## config.mk

```make
export PLATFORM = sky130hd
export DESIGN_NAME = sid_divider
export DESIGN_NICKNAME = d
export VERILOG_FILES = /design/src/core/sid_pkg.sv /design/src/core/sid_divider.sv /design/src/core/sid_div_calc.sv
export VERILOG_INCLUDE_DIRS = /design/src /design/src/core
export SDC_FILE = /design/constraint.sdc
export NUM_CORES = 2
export LEC_CHECK = 0
export ABC_AREA = 1
export BUFFER_PORTS_ARGS = -buffer_cell sky130_fd_sc_hd__buf_2
export CAP_MARGIN = 30
export CORE_MARGIN = 1
export CORE_UTILIZATION = 55
export CTS_CLUSTER_DIAMETER = 50
export DETAILED_ROUTE_END_ITERATION = 7
export GPL_TIMING_DRIVEN = 0
export HOLD_SLACK_MARGIN = 0.05
export PLACE_DENSITY = 0.7
export REMOVE_ABC_BUFFERS = 1
export SETUP_SLACK_MARGIN = 0.4
export SLEW_MARGIN = 20
export SYNTH_ARGS = -nofsm -noshare
export SYNTH_HDL_FRONTEND = slang
export SYNTH_HIERARCHICAL = 1
export SYNTH_SLANG_ARGS = --single-unit
```

## constraint.sdc

```tcl
create_clock -name clk -period 78.2 [get_ports clk]
set_input_delay 11.73 -clock clk [delete_from_list [all_inputs] [get_ports clk]]
set_output_delay 11.73 -clock clk [all_outputs]
set_load 0.02 [all_outputs]
```

## src/core/sid_consts.svh

```systemverilog
`ifndef SID_CONSTS_SVH
`define SID_CONSTS_SVH
`define SID_ADDR_W 5
`define SID_OFF_NUM 5'h00
`define SID_OFF_DEN 5'h04
`define SID_OFF_QUO 5'h08
`define SID_OFF_REM 5'h0c
`define SID_OFF_STAT 5'h10
`define SID_OFF_ISTAT 5'h14
`define SID_OFF_IMASK 5'h18
`define SID_RST_NUM 32'h00000000
`define SID_RST_DEN 16'hffff
`define SID_RST_RES 32'h00000000
`define SID_RST_IRQ 2'h0
`define SID_DEN_MSB 15
`define SID_STAT_IDLE 0
`define SID_STAT_ZERO 1
`define SID_IRQ_DONE 0
`define SID_IRQ_ZERO 1
`define SID_IRQ_MSB 1
`define SID_DIV_CYCLES 3'h6
`define SID_CNT_FIRST 3'h1
`define SID_CNT_STEP 3'h1
`define SID_CNT_SAT 3'h7
`define SID_RESP_OKAY 2'h0
`define SID_RESP_SLVERR 2'h2
`define SID_MIN_NEG 32'h80000000
`define SID_MINUS_ONE 16'hffff
`endif

```

## src/core/sid_pkg.sv

```systemverilog
`default_nettype none
package sid_pkg;
	typedef logic [31:0] sid_word_t;
	typedef logic [15:0] sid_half_t;
	typedef enum logic [1:0] {
		SID_WR_IDLE = 2'h1,
		SID_WR_RESP = 2'h2
	} sid_wr_e;
	typedef enum logic [2:0] {
		SID_RD_IDLE = 3'h1,
		SID_RD_WAIT = 3'h2,
		SID_RD_RESP = 3'h4
	} sid_rd_e;
endpackage
`default_nettype wire

```

## src/core/sid_divider.sv

```systemverilog
`include "sid_consts.svh"
`default_nettype none

// Overview of operation
// - Divides a signed 32-bit numerator by a signed 16-bit denominator.
// - Quotient is 32 bits; 16-bit remainder reads sign-extended to 32 bits.
// - Results become valid six clock cycles after the division starts.
// - Writing the denominator register, bits 15 to 0, starts a division.
// - Numerator register holds its value for the next division; writing it starts nothing.
// - Reading quotient or remainder during a division stalls the read until done.
// - Quotient and remainder are readable through their result registers after a start.
// - Status bit 1 is set for a zero denominator, cleared otherwise.
// - Most negative numerator divided by minus one gives most negative quotient, zero remainder.
// - Zero flag updates on every denominator write and is read-only.
module sid_divider (
	input wire logic clk,
	input wire logic reset,
	input wire logic ce,
	input wire logic awvalid,
	output logic awready,
	input wire logic [`SID_ADDR_W-1:0] awaddr,
	input wire logic wvalid,
	output logic wready,
	input wire sid_pkg::sid_word_t wdata,
	input wire logic [3:0] wstrb,
	output logic bvalid,
	input wire logic bready,
	output logic [1:0] bresp,
	input wire logic arvalid,
	output logic arready,
	input wire logic [`SID_ADDR_W-1:0] araddr,
	output logic rvalid,
	input wire logic rready,
	output sid_pkg::sid_word_t rdata,
	output logic [1:0] rresp,
	output logic irq
);
	sid_pkg::sid_word_t num_r, num_nxt;
	sid_pkg::sid_half_t den_r, den_nxt;
	sid_pkg::sid_word_t quot_r, quot_nxt;
	sid_pkg::sid_word_t rem_r, rem_nxt;
	logic zeroFlag_r, zeroFlag_nxt;
	logic [`SID_IRQ_MSB:0] istat_r, istat_nxt;
	logic [`SID_IRQ_MSB:0] imask_r, imask_nxt;

	sid_pkg::sid_wr_e wrSt_r, wrSt_nxt;
	logic awHeld_r, awHeld_nxt;
	logic wHeld_r, wHeld_nxt;
	logic [`SID_ADDR_W-1:0] awAddr_r, awAddr_nxt;
	sid_pkg::sid_word_t wData_r, wData_nxt;
	logic [3:0] wStrb_r, wStrb_nxt;
	logic [1:0] bresp_r, bresp_nxt;

	sid_pkg::sid_rd_e rdSt_r, rdSt_nxt;
	logic [`SID_ADDR_W-1:0] rdAddr_r, rdAddr_nxt;
	sid_pkg::sid_word_t rdata_r, rdata_nxt;
	logic [1:0] rresp_r, rresp_nxt;

	logic awFire, wFire, arFire, doWrite, wrErr;
	logic [`SID_ADDR_W-1:0] wAddr, rdAddrEff;
	sid_pkg::sid_word_t wData, denMerged, maskMerged, rdWord;
	logic [3:0] wStrb;
	logic startDiv, resLoad, calcBusy, calcDone;
	logic needWait, rdErr, rdCapture;
	sid_pkg::sid_word_t calcQuot;
	sid_pkg::sid_half_t calcRem;

	// Byte lanes whose strobe is low keep their old contents.
	function automatic sid_pkg::sid_word_t sidMerge(input sid_pkg::sid_word_t old,
		input sid_pkg::sid_word_t data, input logic [3:0] strb);
		sid_pkg::sid_word_t res;
		res = old;
		for (int i = 0; i < 4; i++) begin
			if (strb[i]) begin
				res[i*8 +: 8] = data[i*8 +: 8];
			end
		end
		return res;
	endfunction

	function automatic logic [`SID_ADDR_W-1:0] sidWord(input logic [`SID_ADDR_W-1:0] a);
		return {a[`SID_ADDR_W-1:2], 2'h0};
	endfunction

	function automatic logic sidIsResult(input logic [`SID_ADDR_W-1:0] a);
		return (a == `SID_OFF_QUO) || (a == `SID_OFF_REM);
	endfunction

	sid_div_calc calc (
		.clk(clk),
		.reset(reset),
		.ce(ce),
		.start(startDiv),
		.numIn(num_r),
		.denIn(den_nxt),
		.busy(calcBusy),
		.done(calcDone),
		.quot(calcQuot),
		.leftover_value(calcRem)
	);

	// Write channel: address and data are taken in either order and held until both are in.
	assign awready = ce && (wrSt_r == sid_pkg::SID_WR_IDLE) && !awHeld_r;
	assign wready = ce && (wrSt_r == sid_pkg::SID_WR_IDLE) && !wHeld_r;
	assign awFire = awvalid && awready;
	assign wFire = wvalid && wready;
	assign doWrite = ce && (wrSt_r == sid_pkg::SID_WR_IDLE) && (awHeld_r || awFire) && (wHeld_r || wFire);
	assign wAddr = sidWord(awHeld_r ? awAddr_r : awaddr);
	assign wData = wHeld_r ? wData_r : wdata;
	assign wStrb = wHeld_r ? wStrb_r : wstrb;
	assign bvalid = (wrSt_r == sid_pkg::SID_WR_RESP);
	assign bresp = bresp_r;

	always_comb begin
		wrSt_nxt = wrSt_r;
		awHeld_nxt = awHeld_r;
		wHeld_nxt = wHeld_r;
		awAddr_nxt = awAddr_r;
		wData_nxt = wData_r;
		wStrb_nxt = wStrb_r;
		bresp_nxt = bresp_r;
		unique case (wrSt_r)
			sid_pkg::SID_WR_IDLE: begin
				if (doWrite) begin
					awHeld_nxt = 1'b0;
					wHeld_nxt = 1'b0;
					bresp_nxt = wrErr ? `SID_RESP_SLVERR : `SID_RESP_OKAY;
					wrSt_nxt = sid_pkg::SID_WR_RESP;
				end else begin
					if (awFire) begin
						awHeld_nxt = 1'b1;
						awAddr_nxt = awaddr;
					end
					if (wFire) begin
						wHeld_nxt = 1'b1;
						wData_nxt = wdata;
						wStrb_nxt = wstrb;
					end
				end
			end
			sid_pkg::SID_WR_RESP: begin
				if (bready) begin
					wrSt_nxt = sid_pkg::SID_WR_IDLE;
				end
			end
			default: wrSt_nxt = sid_pkg::SID_WR_IDLE;
		endcase
	end

	always_ff @(posedge clk) begin
		if (reset) begin
			wrSt_r <= sid_pkg::SID_WR_IDLE;
			awHeld_r <= 1'b0;
			wHeld_r <= 1'b0;
			awAddr_r <= '0;
			wData_r <= '0;
			wStrb_r <= '0;
			bresp_r <= `SID_RESP_OKAY;
		end else if (ce) begin
			wrSt_r <= wrSt_nxt;
			awHeld_r <= awHeld_nxt;
			wHeld_r <= wHeld_nxt;
			awAddr_r <= awAddr_nxt;
			wData_r <= wData_nxt;
			wStrb_r <= wStrb_nxt;
			bresp_r <= bresp_nxt;
		end
	end

	// Register file and operand capture.
	assign denMerged = sidMerge({16'h0000, den_r}, wData, wStrb);
	assign maskMerged = sidMerge({30'h00000000, imask_r}, wData, wStrb);
	assign resLoad = ce && calcDone;

	always_comb begin
		num_nxt = num_r;
		den_nxt = den_r;
		quot_nxt = quot_r;
		rem_nxt = rem_r;
		zeroFlag_nxt = zeroFlag_r;
		imask_nxt = imask_r;
		startDiv = 1'b0;
		wrErr = 1'b0;
		if (doWrite) begin
			unique case (wAddr)
				`SID_OFF_NUM: num_nxt = sidMerge(num_r, wData, wStrb);
				`SID_OFF_DEN: begin
					den_nxt = denMerged[`SID_DEN_MSB:0];
					startDiv = 1'b1;
					zeroFlag_nxt = (den_nxt == '0);
				end
				`SID_OFF_QUO: quot_nxt = sidMerge(quot_r, wData, wStrb);
				`SID_OFF_REM: rem_nxt = sidMerge(rem_r, wData, wStrb);
				`SID_OFF_IMASK: imask_nxt = maskMerged[`SID_IRQ_MSB:0];
				`SID_OFF_STAT, `SID_OFF_ISTAT: wrErr = 1'b0;
				default: wrErr = 1'b1;
			endcase
		end
		// A finishing division outranks a software write to the result registers.
		if (resLoad) begin
			quot_nxt = calcQuot;
			rem_nxt = {{16{calcRem[`SID_DEN_MSB]}}, calcRem};
		end
	end

	always_ff @(posedge clk) begin
		if (reset) begin
			num_r <= `SID_RST_NUM;
			den_r <= `SID_RST_DEN;
			quot_r <= `SID_RST_RES;
			rem_r <= `SID_RST_RES;
			zeroFlag_r <= 1'b0;
			imask_r <= `SID_RST_IRQ;
		end else if (ce) begin
			num_r <= num_nxt;
			den_r <= den_nxt;
			quot_r <= quot_nxt;
			rem_r <= rem_nxt;
			zeroFlag_r <= zeroFlag_nxt;
			imask_r <= imask_nxt;
		end
	end

	// Read channel: a result read waits in place while the divider is busy.
	assign arready = ce && (rdSt_r == sid_pkg::SID_RD_IDLE);
	assign arFire = arvalid && arready;
	assign rvalid = (rdSt_r == sid_pkg::SID_RD_RESP);
	assign rdata = rdata_r;
	assign rresp = rresp_r;
	assign rdAddrEff = (rdSt_r == sid_pkg::SID_RD_IDLE) ? sidWord(araddr) : rdAddr_r;
	assign needWait = sidIsResult(rdAddrEff) && (calcBusy || startDiv);

	always_comb begin
		rdWord = '0;
		rdErr = 1'b0;
		unique case (rdAddrEff)
			`SID_OFF_NUM: rdWord = num_r;
			`SID_OFF_DEN: rdWord = {16'h0000, den_r};
			`SID_OFF_QUO: rdWord = quot_r;
			`SID_OFF_REM: rdWord = rem_r;
			`SID_OFF_STAT: begin
				rdWord[`SID_STAT_ZERO] = zeroFlag_r;
				rdWord[`SID_STAT_IDLE] = !calcBusy;
			end
			`SID_OFF_ISTAT: rdWord[`SID_IRQ_MSB:0] = istat_r;
			`SID_OFF_IMASK: rdWord[`SID_IRQ_MSB:0] = imask_r;
			default: rdErr = 1'b1;
		endcase
	end

	always_comb begin
		rdSt_nxt = rdSt_r;
		rdAddr_nxt = rdAddr_r;
		rdata_nxt = rdata_r;
		rresp_nxt = rresp_r;
		rdCapture = 1'b0;
		unique case (rdSt_r)
			sid_pkg::SID_RD_IDLE: begin
				if (arFire) begin
					rdAddr_nxt = sidWord(araddr);
					rdSt_nxt = sid_pkg::SID_RD_WAIT;
					if (!needWait) begin
						rdCapture = 1'b1;
					end
				end
			end
			sid_pkg::SID_RD_WAIT: begin
				if (ce && !needWait) begin
					rdCapture = 1'b1;
				end
			end
			sid_pkg::SID_RD_RESP: begin
				if (rready) begin
					rdSt_nxt = sid_pkg::SID_RD_IDLE;
				end
			end
			default: rdSt_nxt = sid_pkg::SID_RD_IDLE;
		endcase
		if (rdCapture) begin
			rdata_nxt = rdWord;
			rresp_nxt = rdErr ? `SID_RESP_SLVERR : `SID_RESP_OKAY;
			rdSt_nxt = sid_pkg::SID_RD_RESP;
		end
	end

	always_ff @(posedge clk) begin
		if (reset) begin
			rdSt_r <= sid_pkg::SID_RD_IDLE;
			rdAddr_r <= '0;
			rdata_r <= '0;
			rresp_r <= `SID_RESP_OKAY;
		end else if (ce) begin
			rdSt_r <= rdSt_nxt;
			rdAddr_r <= rdAddr_nxt;
			rdata_r <= rdata_nxt;
			rresp_r <= rresp_nxt;
		end
	end

	// Interrupt status: a new event in the clearing read's cycle survives the clear.
	always_comb begin
		istat_nxt = istat_r;
		if (rdCapture && (rdAddrEff == `SID_OFF_ISTAT)) begin
			istat_nxt = '0;
		end
		if (resLoad) begin
			istat_nxt[`SID_IRQ_DONE] = 1'b1;
		end
		if (startDiv && zeroFlag_nxt) begin
			istat_nxt[`SID_IRQ_ZERO] = 1'b1;
		end
	end

	always_ff @(posedge clk) begin
		if (reset) begin
			istat_r <= `SID_RST_IRQ;
		end else if (ce) begin
			istat_r <= istat_nxt;
		end
	end

	assign irq = |(istat_r & imask_r);

	// Checking helpers: operands and age of the running division.
	logic [2:0] chkCnt_r;
	sid_pkg::sid_word_t chkNum_r;
	sid_pkg::sid_half_t chkDen_r;
	sid_pkg::sid_word_t chkDenSext;

	always_ff @(posedge clk) begin
		if (reset) begin
			chkCnt_r <= '0;
			chkNum_r <= '0;
			chkDen_r <= '0;
		end else if (ce) begin
			if (startDiv) begin
				chkCnt_r <= `SID_CNT_FIRST;
				chkNum_r <= num_r;
				chkDen_r <= den_nxt;
			end else if (chkCnt_r != `SID_CNT_SAT) begin
				chkCnt_r <= 3'(chkCnt_r + `SID_CNT_STEP);
			end
		end
	end

	assign chkDenSext = {{16{chkDen_r[`SID_DEN_MSB]}}, chkDen_r};
endmodule
`default_nettype wire

```

## src/core/sid_div_calc.sv

```systemverilog
`include "sid_consts.svh"
`default_nettype none
module sid_div_calc (
	input wire logic clk,
	input wire logic reset,
	input wire logic ce,
	input wire logic start,
	input wire sid_pkg::sid_word_t numIn,
	input wire sid_pkg::sid_half_t denIn,
	output logic busy,
	output logic done,
	output sid_pkg::sid_word_t quot,
	output sid_pkg::sid_half_t leftover_value
);
	sid_pkg::sid_word_t num_r, num_nxt;
	sid_pkg::sid_half_t den_r, den_nxt;
	logic [2:0] cnt_r, cnt_nxt;
	logic busy_r, busy_nxt;

	// Works on magnitudes so the most negative numerator needs no special path.
	function automatic logic [47:0] sidDivide(input sid_pkg::sid_word_t n, input sid_pkg::sid_half_t d);
		sid_pkg::sid_word_t an, ad, q, r;
		an = n[31] ? 32'(-n) : n;
		ad = d[`SID_DEN_MSB] ? 32'(-{{16{d[`SID_DEN_MSB]}}, d}) : {16'h0000, d};
		q = '0;
		r = '0;
		if (ad != '0) begin
			q = an / ad;
			r = an % ad;
		end
		if (n[31] ^ d[`SID_DEN_MSB]) begin
			q = 32'(-q);
		end
		if (n[31]) begin
			r = 32'(-r);
		end
		return {q, r[15:0]};
	endfunction

	always_comb begin
		num_nxt = num_r;
		den_nxt = den_r;
		cnt_nxt = cnt_r;
		busy_nxt = busy_r;
		if (start) begin
			num_nxt = numIn;
			den_nxt = denIn;
			cnt_nxt = `SID_CNT_FIRST;
			busy_nxt = 1'b1;
		end else if (busy_r) begin
			if (cnt_r == `SID_DIV_CYCLES) begin
				busy_nxt = 1'b0;
			end else begin
				cnt_nxt = 3'(cnt_r + `SID_CNT_STEP);
			end
		end
	end

	always_ff @(posedge clk) begin
		if (reset) begin
			num_r <= `SID_RST_NUM;
			den_r <= `SID_RST_DEN;
			cnt_r <= '0;
			busy_r <= 1'b0;
		end else if (ce) begin
			num_r <= num_nxt;
			den_r <= den_nxt;
			cnt_r <= cnt_nxt;
			busy_r <= busy_nxt;
		end
	end

	assign busy = busy_r;
	assign done = busy_r && (cnt_r == `SID_DIV_CYCLES) && !start;
	assign {quot, leftover_value} = sidDivide(num_r, den_r);
endmodule
`default_nettype wire

```

After elaboration in Yosys (flattened, before gate mapping)
Index checks and enable logic that the tools add are counted.
{"block": "totals", "in_bits": 54, "out_inout_bits": 42, "regBits": 256, "word_cells": 194}
{"block": "classes", "addsub": 5, "eq_ne": 24, "bitwise_logic": 3, "n_reduce_logical": 70, "mux": 58, "div_mod_pow": 2}
{"op": "32-bit two-way mux", "count": 11}
{"op": "30-bit case mux with 4 select lines", "count": 1}
{"op": "32-bit negation", "count": 3}
{"op": "16-bit two-way mux", "count": 4}
{"op": "4-bit AND reduction", "count": 16}
{"op": "8-bit two-way mux", "count": 6}
{"op": "32-bit by 32-bit divider with 32-bit output", "count": 1}
{"op": "32-bit by 32-bit modulo with 32-bit output", "count": 1}
{"op": "32-bit nonzero test", "count": 1}
{"op": "2-bit nonzero test", "count": 12}
{"op": "1-bit two-way mux", "count": 18}
{"op": "3-bit two-way mux", "count": 6}
{"op": "3-bit AND reduction", "count": 6}
{"op": "1-bit logical AND", "count": 16}
{"op": "16-bit zero test", "count": 1}
{"op": "16-bit negation", "count": 1}
{"op": "3-bit equality test, second input constant", "count": 5}
{"op": "5-bit equality test, second input constant", "count": 3}
{"op": "2-bit case mux with 7 select lines", "count": 1}
{"op": "7-bit OR reduction", "count": 2}
{"op": "5-bit by 4-bit equality test with 1-bit output, second input constant", "count": 2}
{"op": "5-bit zero test", "count": 2}
{"op": "2-bit two-way mux", "count": 5}
{"op": "5-bit two-way mux", "count": 2}
{"op": "21 further kinds", "count": 36}

Depth between registers and ports, before layout
{"block": "logic_depth", "depth_word": 17, "ltp_mapped": 642, "ltp_nobuf": 635}

Modules after synthesis
The synthesis kept the hierarchy.
{"module": "sid_div_calc", "seq_area_each_um2": 1041.0, "area_per_inst_um2": 33093.0, "instances": 1, "cells_per_inst": 5333}
{"module": "sid_divider", "seq_area_each_um2": 4003.8, "area_per_inst_um2": 9327.7, "instances": 1, "cells_per_inst": 1339}

Worst setup path after synthesis
Ideal clock, no wire load.
{"block": "synth_path", "path_type": "register to register", "start": "reg calc.den_r[0]", "end": "reg rem_r[16]", "setup_time_ns": 0.070, "path_buffers": 18, "t_arrival_ns": 65.821, "path_stages_with_launch": 607, "period_less_slack_ns": 65.892, "slack_ns": 12.308, "required_time_ns": 78.130, "cell_sequence": "dfxtp_1 > inv_2 > ha_1 > o21ai_0 > nand2_1 > inv_1 > nor2_1 > nand2_1 > nor2_1 > nand4_1 > nand2_1 > inv_1 > ha_1 > nand2_1 > nand2_1 > nand2_1 > nor2_1 > nand3_1 > [... 571 more ...] > nor2_1 > nand2_2 > nor2_1 > nand2_1 > nor2_2 > nand2_2 > nor2_4 > nand4_2 > nor2_2 > nand2_2 > nand2_1 > nand2_1 > nand2_1 > nand2_1 > inv_1 > clkbuf_1 > o21ai_0 > a21oi_1"}
{"block": "synth_via", "elab_chain_len": 7, "elab_cells_between_ends": 8, "classes_between": "add/sub (2); div (1); mux (4); reduce/logical (1)"}
{"item": "start, declared", "line_no": "sid_div_calc.sv:16", "source": "sid_pkg::sid_half_t den_r, den_nxt;"}
{"item": "start signal, assigned", "line_no": "sid_div_calc.sv:62", "source": "den_r <= `SID_RST_DEN;"}
{"item": "start signal, assigned", "line_no": "sid_div_calc.sv:67", "source": "den_r <= den_nxt;"}
{"item": "32-bit negation", "line_no": "sid_div_calc.sv:24", "source": "ad = d[`SID_DEN_MSB] ? 32'(-{{16{d[`SID_DEN_MSB]}}, d}) : {16'h0000, d};"}
{"item": "32-bit two-way mux *", "line_no": "sid_div_calc.sv:24"}
{"item": "32-bit by 32-bit modulo with 32-bit output / 32-bit nonzero test (equally long branches)", "line_no": "sid_div_calc.sv:29, sid_div_calc.sv:27"}
{"item": "16-bit two-way mux *", "line_no": "sid_div_calc.sv:27", "source": "if (ad != '0) begin"}
{"item": "16-bit negation", "line_no": "sid_div_calc.sv:35", "source": "r = 32'(-r);"}
{"item": "16-bit two-way mux *", "line_no": "sid_div_calc.sv:34", "source": "if (n[31]) begin"}
{"item": "via calcRem[15]", "line_no": "sid_divider.sv:66", "source": "sid_pkg::sid_half_t calcRem;"}
{"item": "32-bit two-way mux *", "line_no": "sid_divider.sv:200", "source": "if (resLoad) begin"}
{"item": "end signal, assigned", "line_no": "sid_divider.sv:211", "source": "rem_r <= `SID_RST_RES;"}
{"item": "end signal, assigned", "line_no": "sid_divider.sv:218", "source": "rem_r <= rem_nxt;"}
{"item": "end, declared", "line_no": "sid_divider.sv:41", "source": "sid_pkg::sid_word_t rem_r, rem_nxt;"}
Mark *: on every way through the listed nets, which the timed path passes. The rest lies on a longest branch.
A chain may end at the register's enable or synchronous reset.

Worst setup path in the final report
{"block": "layout_path", "start": "reg calc.num_r[2]", "end": "reg quot_r[25]"}
{"block": "layout_via", "elab_chain_len": 7}
{"item": "start, declared", "line_no": "sid_div_calc.sv:15", "source": "sid_pkg::sid_word_t num_r, num_nxt;"}
{"item": "start signal, assigned", "line_no": "sid_div_calc.sv:61", "source": "num_r <= `SID_RST_NUM;"}
{"item": "start signal, assigned", "line_no": "sid_div_calc.sv:66", "source": "num_r <= num_nxt;"}
{"item": "32-bit negation", "line_no": "sid_div_calc.sv:23", "source": "an = n[31] ? 32'(-n) : n;"}
{"item": "32-bit two-way mux *", "line_no": "sid_div_calc.sv:23"}
{"item": "32-bit by 32-bit divider with 32-bit output *", "line_no": "sid_div_calc.sv:28", "source": "q = an / ad;"}
{"item": "32-bit two-way mux *", "line_no": "sid_div_calc.sv:27"}
{"item": "32-bit negation", "line_no": "sid_div_calc.sv:32", "source": "q = 32'(-q);"}
{"item": "32-bit two-way mux *", "line_no": "sid_div_calc.sv:31", "source": "if (n[31] ^ d[`SID_DEN_MSB]) begin"}
{"item": "via calcQuot[25]", "line_no": "sid_divider.sv:65", "source": "sid_pkg::sid_word_t calcQuot;"}
{"item": "32-bit two-way mux *", "line_no": "sid_divider.sv:200"}
{"item": "end signal, assigned", "line_no": "sid_divider.sv:210", "source": "quot_r <= `SID_RST_RES;"}
{"item": "end signal, assigned", "line_no": "sid_divider.sv:217", "source": "quot_r <= quot_nxt;"}
{"item": "end, declared", "line_no": "sid_divider.sv:40", "source": "sid_pkg::sid_word_t quot_r, quot_nxt;"}
Marked as above.

==> flow_summary.toml <==
[floorplanning]
row_count = 101
die-area_um2 = 78240
core_area_um2 = 76080
die_h_um = 279.7
start_util_pct = 55.76
num_io_pins = 96
die_w_um = 279.7

[cts]
htreeDepth = 1
root_buffer = "clkbuf_16"
clk_pin_slew_ps = 70
cts_hold_buf = 0
cts_buffers = 24
clock_sinks = 252
cts.path.max_buffers = 3
clk_latency_ps = 540
cts_tree = "built"

[synthesis]
ys_warn_count = 6
ys_async_sr_fraction_pct = 0
yosysTopAreaCellShare_pct = 15.84
avgSynthCellArea_um2 = 6.358
synth_area_leader_cell = "ha_1"
synth_flop_cell = "dfxtp_1"
post-synth-top-count-cell = "nand2_1"
synth.distinct_cells = 97
ys_seq_elements = 252
netlist_area_um2 = 42420
yosysSeqAreaShare_pct = 11.89
synth_edf_count = 0
synth_area_leaders = "ha_1 16%, nand2_1 15%, dfxtp_1 12%"
synth_common_cells = "1661 x nand2_1, 835 x inv_1, 537 x ha_1, 496 x a21oi_1, 444 x nor2_1"
syn_inst = 6672

[placement]
portBuffers = 89
place_congestion = 0.8926
dpl.hpwl_um = 88040

[critical_path]
rrSetupSlack_ps = 5420
crit_fanout = 19
end_kind = "flip-flop"
slowest_delay_ps = 350
crit_path_top_delay_cell = "ha_1"
criticalPathCategory = "flip-flop to flip-flop"
cpMostUsedCell = "nand2_1"
worst_ep_arrival_time_ps = 73230
start_kind = "flip-flop"
cp.required_ps = 78650
worstRegToRegCells = 614

[timing]
worst_pin_slew_ps = 1081
period_needed_ps = 72780
drv_slew = 0
post-route-period-util_pct = 93.07
setup_viol = 0
timing.slew.headroom_pct = 27.39
fmax_ghz = 0.01374
timing.final.hold_violations = 0
fin_skew_ps = 13.70
fin_hold_ws_ps = 453.0

[grt]
grt_pass1_wl_um = 189700
grt-ovfl-total = 0
grt_usage_pct = 28.70
antenna_found_initial = 0
grt_pass1_vias = 39020
grt_max_degree = 100

[detailed_routing]
wire_per_inst_um = 15.04
drc = 0
first_pass_iters = 6
ant_nets = 0
via_per_inst = 5.410
first_iter_violations = 2656
vias = 43610
wirelength_um = 121300

[cells_and_area]
drive_gt1_share_pct = 19.30
synthToLayoutAreaGrowth_pct = 14.34
antennaDiodeCount = 0
fin_nets = 7605
final_util_pct = 63.76

[min_path]
holdPathStages = 2
hp-class = "flip-flop to flip-flop"

[outcome]
status = "completed"

[job]
max-cap-violations = 0
[per-stage QoR]
stage	worst slack, ps	cell area, µm²	TNS (ps)	cells
floorplan	5834	41520	0	6623
global placement	-12460	43260	-722960	7742
detailed placement	-11120	43660	-643820	7760
CTS	425.9	45270	0	7855
global route	-662.3	48500	-15910	8061
finish	5418	48500	0	8061
[kinds of logic after synthesis]
family	count (synthesis)	synth area share (%)
AND/OR/NAND/NOR	3041	32.58
AO/OA/AOI/OAI	1350	19.74
buffers and inverters	1082	11.31
adder cells (fa/ha/maj)	538	15.89
XOR/XNOR	392	8.093
flip-flops	252	11.89
multiplexers	15	0.4778
other	2	0.01770
[registers in the layout, summed over array words and instances (netlist names), 4 cells and up]
name        cells
wData_r        32
num_r          32
rem_r          32
rdata          32
wStrb_r         4
calc/num_r     32
quot_r         32
den_r          16
calc/den_r     16
[final timing paths]
path,startpoint,endpoint
max,calc/num_r[2],quot_r[25]
min,rem_r[30],rem_r[30]
max reg2reg,calc/num_r[2],quot_r[25]
min reg2reg,rem_r[30],rem_r[30]
[what timing repair did]
| action | in CTS | in global routing |
|---|---|---|
| gates cloned | 15 | 14 |
| resized for setup | 79 | 336 |
| buffers inserted | 36 | 192 |
| pin swaps | 11 | 171 |
| setup endpoints to repair | 64 | 64 |
[critical path: cells and delay by family, from the launching register on]
family / cells / cell delay (ps)
flops: 1 / 340
compound gates: 161 / 22940
xor+xnor: 2 / 420
simple gates: 353 / 33820
fa+ha+maj: 32 / 9170
buf+inv: 66 / 5770
[metal layers]
| layer | up-vias | GRT usage [%] | part of all wire [%] |
|---|---|---|---|
| li1 | 22490 | - | - |
| met2 | 927 | 49.02 | 46 |
| met1 | 20010 | 38.83 | 47 |
| met3 | 176 | 1.726 | 4.2 |
| met5 | - | 0 | 0 |
| met4 | 0 | 7.931 | 2.8 |
[area by class of cell]
| class | instances | area (µm²) |
|---|---|---|
| fill | 7151 | 27570 |
| timing repair buffer | 337 | 2695 |
| inverter | 897 | 3573 |
| clock inverter | 9 | 153.9 |
| multi-input combinational | 5489 | 34940 |
| timing repair inverter | 12 | 98.84 |
| sequential | 252 | 5057 |
| tap | 1030 | 1289 |
| clock buffer | 35 | 693.2 |
[cell usage in the layout (no fill, tap or decap), types with 95 or more instances in the layout]
cell	synthesis	layout
buf_4	27	213
inv_1	835	808
conb_1	2	138
nand2_2	206	228
a21oi_1	496	452
nand2_1	1661	1622
or2_2	112	111
nor2_1	444	426
xnor2_1	168	167
nand3_1	305	287
o21ai_2	75	95
ha_1	537	508
o21ai_0	371	345
xor2_1	224	224
dfxtp_1	252	248
Power is not shown: default switching activity piles up to over one toggle a cycle in this logic, so the estimate is an artifact.
